$ cat config.mk
export PLATFORM = sky130hd
export DESIGN_NAME = core_event_select_decoder
export DESIGN_NICKNAME = d
export VERILOG_FILES = /design/src/rtl/core_event_pkg.sv /design/src/rtl/core_event_select_decoder.sv
export SDC_FILE = /design/constraint.sdc
export NUM_CORES = 1
export LEC_CHECK = 0
export ABC_CLOCK_PERIOD_IN_PS = 19400
export BUFFER_PORTS_ARGS = -buffer_cell sky130_fd_sc_hd__buf_4
export CAP_MARGIN = 40
export CORE_ASPECT_RATIO = 0.7
export CORE_MARGIN = 5
export CORE_UTILIZATION = 35
export DETAILED_ROUTE_END_ITERATION = 7
export GPL_ROUTABILITY_DRIVEN = 0
export PLACE_DENSITY = 0.53
export REMOVE_ABC_BUFFERS = 1
export SLEW_MARGIN = 10
export SYNTH_ARGS = -nofsm -noshare
export SYNTH_HDL_FRONTEND = slang
export SYNTH_SLANG_ARGS = --single-unit
$ cat constraint.sdc
create_clock -name core_clk -period 19.4 [get_ports core_clk]
set_input_delay 3.88 -clock core_clk [delete_from_list [all_inputs] [get_ports core_clk]]
set_output_delay 3.88 -clock core_clk [all_outputs]
set_load 0.01 [all_outputs]
$ cat src/rtl/core_event_pkg.sv
// Purpose: Shared constants and carriers for the event-select decoder.
// Assumes: A 40 MHz core clock and a fixed 100 MHz reference rate.
// Notes:   Register offsets are byte addresses on a 32-bit data path.
package core_event_pkg;

    // Widths of the selection fields, of each per-cycle event count and their sum, and of the register port.
    localparam int EVT_W  = 8;
    localparam int MASK_W = 8;
    localparam int THR_W  = 8;
    localparam int SRC_W  = 4;
    localparam int SUM_W  = 7;
    localparam int DATA_W = 32;
    localparam int ADDR_W = 4;

    // Event numbers.
    localparam logic [7:0] EV_FP_UOPS_EXECUTED   = 8'h10;
    localparam logic [7:0] EV_WIDE_SIMD_FP       = 8'h11;
    localparam logic [7:0] EV_DIVIDER_BUSY       = 8'h14;
    localparam logic [7:0] EV_QUEUE_WRITE_COUNT  = 8'h17;
    localparam logic [7:0] EV_SECOND_LEVEL_REQ   = 8'h24;
    localparam logic [7:0] EV_STORE_LOCK_REQ     = 8'h27;
    localparam logic [7:0] EV_FIRST_LEVEL_WB     = 8'h28;
    localparam logic [7:0] EV_LAST_LEVEL_ACCESS  = 8'h2e;
    localparam logic [7:0] EV_UNHALTED           = 8'h3c;
    localparam logic [7:0] EV_PENDING_DATA_MISS  = 8'h48;
    localparam logic [7:0] EV_STORE_XLATE_MISS   = 8'h49;

    // Unit masks.
    localparam logic [7:0] UM_SCALAR_SINGLE = 8'h20;
    localparam logic [7:0] UM_PACKED_SINGLE = 8'h40;
    localparam logic [7:0] UM_SCALAR_DOUBLE = 8'h80;
    localparam logic [7:0] UM_WIDE_SINGLE   = 8'h01;
    localparam logic [7:0] UM_WIDE_DOUBLE   = 8'h02;
    localparam logic [7:0] UM_ONLY          = 8'h01;
    localparam logic [7:0] UM_DEMAND_HIT    = 8'h01;
    localparam logic [7:0] UM_DEMAND_ALL    = 8'h03;
    localparam logic [7:0] UM_RFO_HIT       = 8'h04;
    localparam logic [7:0] UM_RFO_MISS      = 8'h08;
    localparam logic [7:0] UM_RFO_ALL       = 8'h0c;
    localparam logic [7:0] UM_CODE_HIT      = 8'h10;
    localparam logic [7:0] UM_CODE_MISS     = 8'h20;
    localparam logic [7:0] UM_CODE_ALL      = 8'h30;
    localparam logic [7:0] UM_PF_HIT        = 8'h40;
    localparam logic [7:0] UM_PF_MISS       = 8'h80;
    localparam logic [7:0] UM_PF_ALL        = 8'hc0;
    localparam logic [7:0] UM_LOCK_MISS     = 8'h01;
    localparam logic [7:0] UM_LOCK_HIT_E    = 8'h04;
    localparam logic [7:0] UM_LOCK_HIT_M    = 8'h08;
    localparam logic [7:0] UM_LOCK_ALL      = 8'h0f;
    localparam logic [7:0] UM_WB_HIT_E      = 8'h04;
    localparam logic [7:0] UM_WB_HIT_M      = 8'h08;
    localparam logic [7:0] UM_LLC_REFERENCE = 8'h4f;
    localparam logic [7:0] UM_LLC_MISS      = 8'h41;
    localparam logic [7:0] UM_CORE_CYCLES   = 8'h00;
    localparam logic [7:0] UM_REF_CYCLES    = 8'h01;

    // Counter slot that alone may count pending data misses.
    localparam logic [1:0] PENDING_SLOT = 2'h2;

    // Clock rates in MHz; the reference step is derived from both.
    localparam int REF_CLK_MHZ  = 100;
    localparam int CORE_CLK_MHZ = 40;

    // Register offsets and reset values.
    localparam logic [ADDR_W-1:0] REG_SELECT = 4'h0;
    localparam logic [ADDR_W-1:0] REG_COUNT  = 4'h4;
    localparam logic [ADDR_W-1:0] REG_STATUS = 4'h8;
    localparam logic [DATA_W-1:0] SELECT_RST = 32'h0;

    // Selection register layout, most significant field first.
    typedef struct packed {
        logic [THR_W-1:0]  threshold;
        logic [4:0]        spare;
        logic              edgeDetect;
        logic [1:0]        slot;
        logic [MASK_W-1:0] unitMask;
        logic [EVT_W-1:0]  eventNum;
    } sel_cfg_s;

    // One register access from the bus master.
    typedef struct packed {
        logic [ADDR_W-1:0] addr;
        logic [DATA_W-1:0] wrData;
        logic              wrEn;
        logic              rdEn;
    } reg_req_s;

    // Per-cycle event counts from the pipeline and caches.
    typedef struct packed {
        logic [SRC_W-1:0] fpScalarSingle;
        logic [SRC_W-1:0] fpPackedSingle;
        logic [SRC_W-1:0] fpScalarDouble;
        logic [SRC_W-1:0] wideSingle;
        logic [SRC_W-1:0] wideDouble;
        logic [SRC_W-1:0] queueWrites;
        logic [SRC_W-1:0] l2DemandHit;
        logic [SRC_W-1:0] l2DemandOther;
        logic [SRC_W-1:0] l2RfoHit;
        logic [SRC_W-1:0] l2RfoMiss;
        logic [SRC_W-1:0] l2CodeHit;
        logic [SRC_W-1:0] l2CodeMiss;
        logic [SRC_W-1:0] l2PfHit;
        logic [SRC_W-1:0] l2PfMiss;
        logic [SRC_W-1:0] lockMiss;
        logic [SRC_W-1:0] lockHitS;
        logic [SRC_W-1:0] lockHitE;
        logic [SRC_W-1:0] lockHitM;
        logic [SRC_W-1:0] wbHitE;
        logic [SRC_W-1:0] wbHitM;
        logic [SRC_W-1:0] llcReference;
        logic [SRC_W-1:0] llcMiss;
        logic [SRC_W-1:0] pendingMisses;
        logic [SRC_W-1:0] storeWalks;
        logic             dividerBusy;
        logic             threadHalted;
    } event_src_s;

endpackage

$ cat src/rtl/core_event_select_decoder.sv
// Purpose: Selects one core event by number and unit mask and counts it.
// Assumes: Event sources are synchronous to core_clk; no synchronisers.
// Notes:   A software write to the count register wins over an increment.
`timescale 1ns/1ps

// Function
// 10H counts scalar/packed single, scalar double uops.
// 11H counts 256-bit packed single or double.
// 14H counts divider busy cycles or divides.
// 17H adds instruction queue writes per cycle.
// 24H demand read hits, or all demand reads.
// 24H store ownership hits, misses, or all.
// 24H code fetch hits, misses, or all.
// 24H prefetcher hits, misses, or both.
// 27H store lock misses, E hits, M hits, all.
// 28H accepted writebacks to E or M lines.
// 2EH last level references or misses.
// 3CH/00H counts core cycles while not halted.
// 3CH/01H counts reference rate while not halted.
// 48H adds pending misses, counter 2 only.
// 49H counts store walks of any page size.
// Threshold turns counts into cycles; edge rises.
// Eight-bit fields; unlisted selections count nothing.
module core_event_select_decoder #(
    parameter int COUNT_W = 32
) (
    // Clock and reset.
    input  wire logic                                core_clk,
    input  wire logic                                sys_rst,
    // Register port.
    input  wire core_event_pkg::reg_req_s            busReq,
    output logic [core_event_pkg::DATA_W-1:0]        rdData,
    // Event sources.
    input  wire core_event_pkg::event_src_s          events,
    // Running count.
    output logic [COUNT_W-1:0]                       eventCount
);

    localparam int SUM_W = core_event_pkg::SUM_W;

    core_event_pkg::sel_cfg_s   sel_reg;
    logic [COUNT_W-1:0]         count_reg;
    logic [COUNT_W-1:0]         count_next;
    logic                       condPrev_reg;
    logic [5:0]                 refPhase_reg;
    logic [7:0]                 refSum;
    logic [1:0]                 refInc;
    logic [SUM_W-1:0]           eventValue;
    logic                       selLegal;
    logic [SUM_W-1:0]           addAmount;
    logic [7:0]                 effThr;
    logic                       cond;
    logic                       plainMode;
    logic                       selWrite;
    logic                       cntWrite;
    logic [core_event_pkg::DATA_W-1:0] rdMux;
    logic [7:0][core_event_pkg::SRC_W-1:0] fpVec;
    logic [7:0][core_event_pkg::SRC_W-1:0] l2Vec;
    logic [7:0][core_event_pkg::SRC_W-1:0] lockVec;
    logic [7:0]                 um;

    // Adds every source whose unit-mask bit is set.
    function automatic logic [SUM_W-1:0] maskedSum(
        input logic [7:0][core_event_pkg::SRC_W-1:0] v,
        input logic [7:0]                            m
    );
        logic [SUM_W-1:0] s;
        s = '0;
        for (int i = 0; i < 8; i++) begin
            if (m[i]) begin
                s = s + SUM_W'(v[i]);
            end
        end
        return s;
    endfunction

    // Bus decode.
    assign selWrite = busReq.wrEn && busReq.addr == core_event_pkg::REG_SELECT;
    assign cntWrite = busReq.wrEn && busReq.addr == core_event_pkg::REG_COUNT;
    assign um       = sel_reg.unitMask;

    // Unit-mask bit positions mapped onto their sources.
    assign fpVec = {events.fpScalarDouble, events.fpPackedSingle,
                    events.fpScalarSingle, 20'h0};
    assign l2Vec = {events.l2PfMiss, events.l2PfHit, events.l2CodeMiss,
                    events.l2CodeHit, events.l2RfoMiss, events.l2RfoHit,
                    events.l2DemandOther, events.l2DemandHit};
    assign lockVec = {16'h0, events.lockHitM, events.lockHitE,
                      events.lockHitS, events.lockMiss};

    // The reference rate advances by a fractional step each core cycle.
    assign refSum = 8'(refPhase_reg) + 8'(core_event_pkg::REF_CLK_MHZ);
    assign refInc = 2'(refSum / 8'(core_event_pkg::CORE_CLK_MHZ));

    // Event selection: value of the chosen event and legality of the pair.
    always_comb begin
        eventValue = '0;
        selLegal   = 1'b0;
        unique case (sel_reg.eventNum)
            core_event_pkg::EV_FP_UOPS_EXECUTED: begin
                selLegal = um == core_event_pkg::UM_SCALAR_SINGLE ||
                           um == core_event_pkg::UM_PACKED_SINGLE ||
                           um == core_event_pkg::UM_SCALAR_DOUBLE;
                eventValue = maskedSum(fpVec, um);
            end
            core_event_pkg::EV_WIDE_SIMD_FP: begin
                selLegal = um == core_event_pkg::UM_WIDE_SINGLE ||
                           um == core_event_pkg::UM_WIDE_DOUBLE;
                eventValue = (um == core_event_pkg::UM_WIDE_SINGLE) ?
                    SUM_W'(events.wideSingle) : SUM_W'(events.wideDouble);
            end
            core_event_pkg::EV_DIVIDER_BUSY: begin
                selLegal   = um == core_event_pkg::UM_ONLY;
                eventValue = SUM_W'(events.dividerBusy);
            end
            core_event_pkg::EV_QUEUE_WRITE_COUNT: begin
                selLegal   = um == core_event_pkg::UM_ONLY;
                eventValue = SUM_W'(events.queueWrites);
            end
            core_event_pkg::EV_SECOND_LEVEL_REQ: begin
                selLegal = um == core_event_pkg::UM_DEMAND_HIT ||
                           um == core_event_pkg::UM_DEMAND_ALL ||
                           um == core_event_pkg::UM_RFO_HIT ||
                           um == core_event_pkg::UM_RFO_MISS ||
                           um == core_event_pkg::UM_RFO_ALL ||
                           um == core_event_pkg::UM_CODE_HIT ||
                           um == core_event_pkg::UM_CODE_MISS ||
                           um == core_event_pkg::UM_CODE_ALL ||
                           um == core_event_pkg::UM_PF_HIT ||
                           um == core_event_pkg::UM_PF_MISS ||
                           um == core_event_pkg::UM_PF_ALL;
                eventValue = maskedSum(l2Vec, um);
            end
            core_event_pkg::EV_STORE_LOCK_REQ: begin
                selLegal = um == core_event_pkg::UM_LOCK_MISS ||
                           um == core_event_pkg::UM_LOCK_HIT_E ||
                           um == core_event_pkg::UM_LOCK_HIT_M ||
                           um == core_event_pkg::UM_LOCK_ALL;
                eventValue = maskedSum(lockVec, um);
            end
            core_event_pkg::EV_FIRST_LEVEL_WB: begin
                selLegal = um == core_event_pkg::UM_WB_HIT_E ||
                           um == core_event_pkg::UM_WB_HIT_M;
                eventValue = (um == core_event_pkg::UM_WB_HIT_E) ?
                    SUM_W'(events.wbHitE) : SUM_W'(events.wbHitM);
            end
            core_event_pkg::EV_LAST_LEVEL_ACCESS: begin
                selLegal = um == core_event_pkg::UM_LLC_REFERENCE ||
                           um == core_event_pkg::UM_LLC_MISS;
                eventValue = (um == core_event_pkg::UM_LLC_MISS) ?
                    SUM_W'(events.llcMiss) : SUM_W'(events.llcReference);
            end
            core_event_pkg::EV_UNHALTED: begin
                selLegal = um == core_event_pkg::UM_CORE_CYCLES ||
                           um == core_event_pkg::UM_REF_CYCLES;
                if (events.threadHalted) begin
                    eventValue = '0;
                end else if (um == core_event_pkg::UM_REF_CYCLES) begin
                    eventValue = SUM_W'(refInc);
                end else begin
                    eventValue = SUM_W'(1'b1);
                end
            end
            core_event_pkg::EV_PENDING_DATA_MISS: begin
                selLegal = um == core_event_pkg::UM_ONLY &&
                           sel_reg.slot ==
                           core_event_pkg::PENDING_SLOT;
                eventValue = SUM_W'(events.pendingMisses);
            end
            core_event_pkg::EV_STORE_XLATE_MISS: begin
                selLegal   = um == core_event_pkg::UM_ONLY;
                eventValue = SUM_W'(events.storeWalks);
            end
            default: begin
                selLegal   = 1'b0;
                eventValue = '0;
            end
        endcase
    end

    // Threshold and edge shaping of the per-cycle value.
    assign plainMode = sel_reg.threshold == '0 && !sel_reg.edgeDetect;
    assign effThr    = (sel_reg.threshold == '0) ? 8'h01 : sel_reg.threshold;
    assign cond      = selLegal && {1'b0, eventValue} >= effThr;
    assign addAmount = !selLegal ? '0 :
                       plainMode ? eventValue :
                       sel_reg.edgeDetect ? SUM_W'(cond && !condPrev_reg) :
                       SUM_W'(cond);
    assign count_next = cntWrite ? COUNT_W'(busReq.wrData) :
                        count_reg + COUNT_W'(addAmount);

    // Read data selection; unmapped offsets read zero.
    assign rdMux = (busReq.addr == core_event_pkg::REG_SELECT) ? sel_reg :
                   (busReq.addr == core_event_pkg::REG_COUNT) ?
                       32'(count_reg) :
                   (busReq.addr == core_event_pkg::REG_STATUS) ?
                       {30'h0, condPrev_reg, selLegal} : 32'h0;

    // Selection register.
    always_ff @(posedge core_clk or posedge sys_rst) begin
        if (sys_rst) begin
            sel_reg <= core_event_pkg::SELECT_RST;
        end else if (selWrite) begin
            sel_reg <= busReq.wrData;
        end
    end

    // Counter, condition history and reference phase.
    always_ff @(posedge core_clk or posedge sys_rst) begin
        if (sys_rst) begin
            count_reg    <= '0;
            condPrev_reg <= 1'b0;
            refPhase_reg <= '0;
        end else begin
            count_reg    <= count_next;
            condPrev_reg <= cond && !selWrite;
            refPhase_reg <= 6'(refSum % 8'(core_event_pkg::CORE_CLK_MHZ));
        end
    end

    // Read data register, valid the cycle after the strobe.
    always_ff @(posedge core_clk or posedge sys_rst) begin
        if (sys_rst) begin
            rdData <= '0;
        end else begin
            rdData <= busReq.rdEn ? rdMux : '0;
        end
    end

    assign eventCount = count_reg;

    logic quiet;
    assign quiet = !cntWrite;
endmodule

==> run_results.csv <==
group,metric,value,unit
outcome,run_status,"finished, final reports clean",
setup_path,worstSetupEndpointType,"flop",
floorplan,start_util,0.356,
logic_synthesis,yosysTopAreaCell,"dfrtp_1",
drt,postRouteWirelength,27.3,mm
floorplan,die_h,140,microns
setup_path,crit_path_top_delay_cell,"fa_1",
setup_path,critPathArrivalTime,14.49,ns
logic_synthesis,yosys_warnings,0,
cts,cts_tree,"built",
grt,grt_pass1_wl,43.2,mm
drt,wl_per_cell,18.8,microns
logic_synthesis,synth_top_area_frac,0.300,
setup_path,reg2reg_from,"um[0]",
cells_and_area,syn2layout_area_growth,25.6,%
cells_and_area,antenna_cells,0,
setup_path,cp_slowest_stage_delay,0.51,ns
timing,whs,0.511,ns
cts,postCtsSetupBuffers,0,
cts,ctsResizeCount,0,
grt,overflow,0,
setup_path,crit_end,"eventCount[28]",
cts,hold_buffers,0,
grt,grt_pass1_vias,7578,
setup_path,reg2reg_to,"eventCount[28]",
floorplan,die_x,196,microns
cts,clockRootBuffer,"clkbuf_16",
timing,rsz0062_at_grt,"false",
drt,via_per_inst,5.18,
logic_synthesis,synth-edff-count,0,
setup_path,rr_worst_depth,49,
placed_design,dp_slack,4.85,ns
placed_design,port-buffer-count,201,
logic_synthesis,synth.area.top_cells,"dfrtp_1 (30%), ha_1 (9.8%), mux2_2 (6.3%), a21oi_1 (4.6%), nor2b_1 (4.1%)",
cells_and_area,mostFrequentLayoutCells,"buf_4 (209), dfrtp_1 (101), a21oi_1 (77)",
pwr,peakVddDrop,0.0460,mV
pwr,p_total,1010,uW
timing,min_period,14.22,ns
timing,fin_ws,5.18,ns
setup_path,crit_required,19.67,ns
cells_and_area,drive_gt1_frac,0.258,
logic_synthesis,syn_area,8430,sq um
logic_synthesis,synth_top_flop_cell,"dfrtp_1",
cts,cts_made_buffers,9,
logic_synthesis,synth_cell_types,64,
setup_path,critical_path.startpoint_type,"primary input",
grt,grt_usage,0.196,
min_path,hp-class,"flop to flop",
setup_path,reg2reg_slack,7.99,ns
floorplan,fp-row-count,47,
floorplan,boundaryPins,202,
grt,grt_max_degree,47,
drt,drtAntennaViolNets,0,
flow_run,drv_cap,0,
timing,skew,0.00618,ns
grt,antenna_found_initial,0,
placed_design,hpwlAfterDp,21.7,mm
cells_and_area,nNetsFinal,1349,
timing,drv_slew,0,
timing,hold_viol_final,0,
drt,num_vias,7532,
drt,dr.pass1.iters,5,
cts,clock_latency,0.35,ns
timing,tightest_slew,0.875,ns
cts,clk_pin_slew,0.07,ns
timing,slew_headroom,0.412,
cts,cts_buffer_depth,2,
logic_synthesis,synth_area_per_cell,8.89,sq um
cts,cts_sinks,101,
cts,cts.htree.levels,3,
pwr,powerDensity,95.3,nW/um^2
floorplan,die-area,27400,sq um
drt,drt_iter0_drc,569,
logic_synthesis,synthCells,949,
setup_path,crit_start,"events[70]",
drt,drc,0,
timing,setup_violations,0,
pwr,cellLeakagePower,0.00495,uW
floorplan,core,23700,sq um
logic_synthesis,ys_async_sr_fraction,1.00,
timing,final.period_utilization,0.733,
timing,fmax,70.3,MHz
setup_path,crit_type,"primary input to flop",
logic_synthesis,synth.ff_latch_count,101,
timing,fin_tns_setup,0,ns
logic_synthesis,seq_area_frac_synth,0.300,
cells_and_area,final_common_cell,"buf_4",
setup_path,worstPathMaxFanout,4,
[synthesized netlist by cell type (10+ instances only)]
cell type    n
dfrtp_1    101
a21oi_1     77
nor2_1      70
ha_1        66
o21ai_0     56
inv_1       55
nor2b_1     55
nand2_1     49
mux2_2      47
clkbuf_1    34
xnor2_1     33
a22oi_1     32
xor2_1      31
mux2i_1     23
a21o_1      19
nand3_1     19
nor3_1      16
nand2b_1    14
o21a_1      14
and3_1      13
fa_1        13
and2_1      10
[layer usage]
layer	vias to the layer above	GRT usage	share of wire
met4	0	0.0224	0.0074
met1	3573	0.307	0.52
met5	-	0	0
met2	211	0.279	0.41
met3	13	0.0469	0.060
li1	3735	-	-
[through the flow]
step	area, sq um	cells	util
after floorplan	8280	909	-
after global placement	10300	1436	0.433
after detailed placement	10300	1439	0.435
after CTS	10600	1455	0.447
after global routing	10600	1455	0.447
final	10600	1455	0.447
[worst max-delay path, delay by kind of cell]
kind	cells	cell delay, ns
simple gates	8	1.27
buf+inv	5	0.44
fa+ha+maj	11	3.96
xor+xnor	4	0.84
compound gates	19	3.21
mux	3	0.87
[layout make-up]
type                       instances  area, sq um
fill                            2368        13100
multi-input combinational        753         5560
sequential                       101         2530
timing repair buffer             212         1620
tap                              318          398
clock buffer                      11          243
inverter                          55          209
clock inverter                     5         32.5
[logic make-up (layout without fill, tap and decap cells)]
kind of cell,after synthesis,in the layout,synth area share
AO/OA/AOI/OAI,251,251,0.189
buffers and inverters,95,283,0.0427
AND/OR/NAND/NOR,286,286,0.177
XOR/XNOR,66,66,0.0715
adder cells (fa/ha/maj),79,79,0.129
multiplexers,71,71,0.0914
flip-flops,101,101,0.300
[worst min-delay path by stage]
stage,from,end,slack [ns],cells past startpoint
global placement,sel_reg[21],sel_reg[21],0.49,1
detailed placement,sel_reg[21],sel_reg[21],0.50,1
floorplan,refPhase_reg[2],refPhase_reg[2],0.47,1
CTS,sel_reg[21],sel_reg[21],0.51,1
finish,sel_reg[19],sel_reg[19],0.51,1
global route,sel_reg[21],sel_reg[21],0.52,1
[power breakdown]
part / total (uW) / switching, uW / leakage, uW / internal [uW]
Combinational: 533 / 282 / 0.00356 / 251
Clock: 173 / 82.0 / 0.000140 / 91.0
Sequential: 304 / 60.0 / 0.00126 / 244
Note: power is estimated with default switching activity, not from simulation.
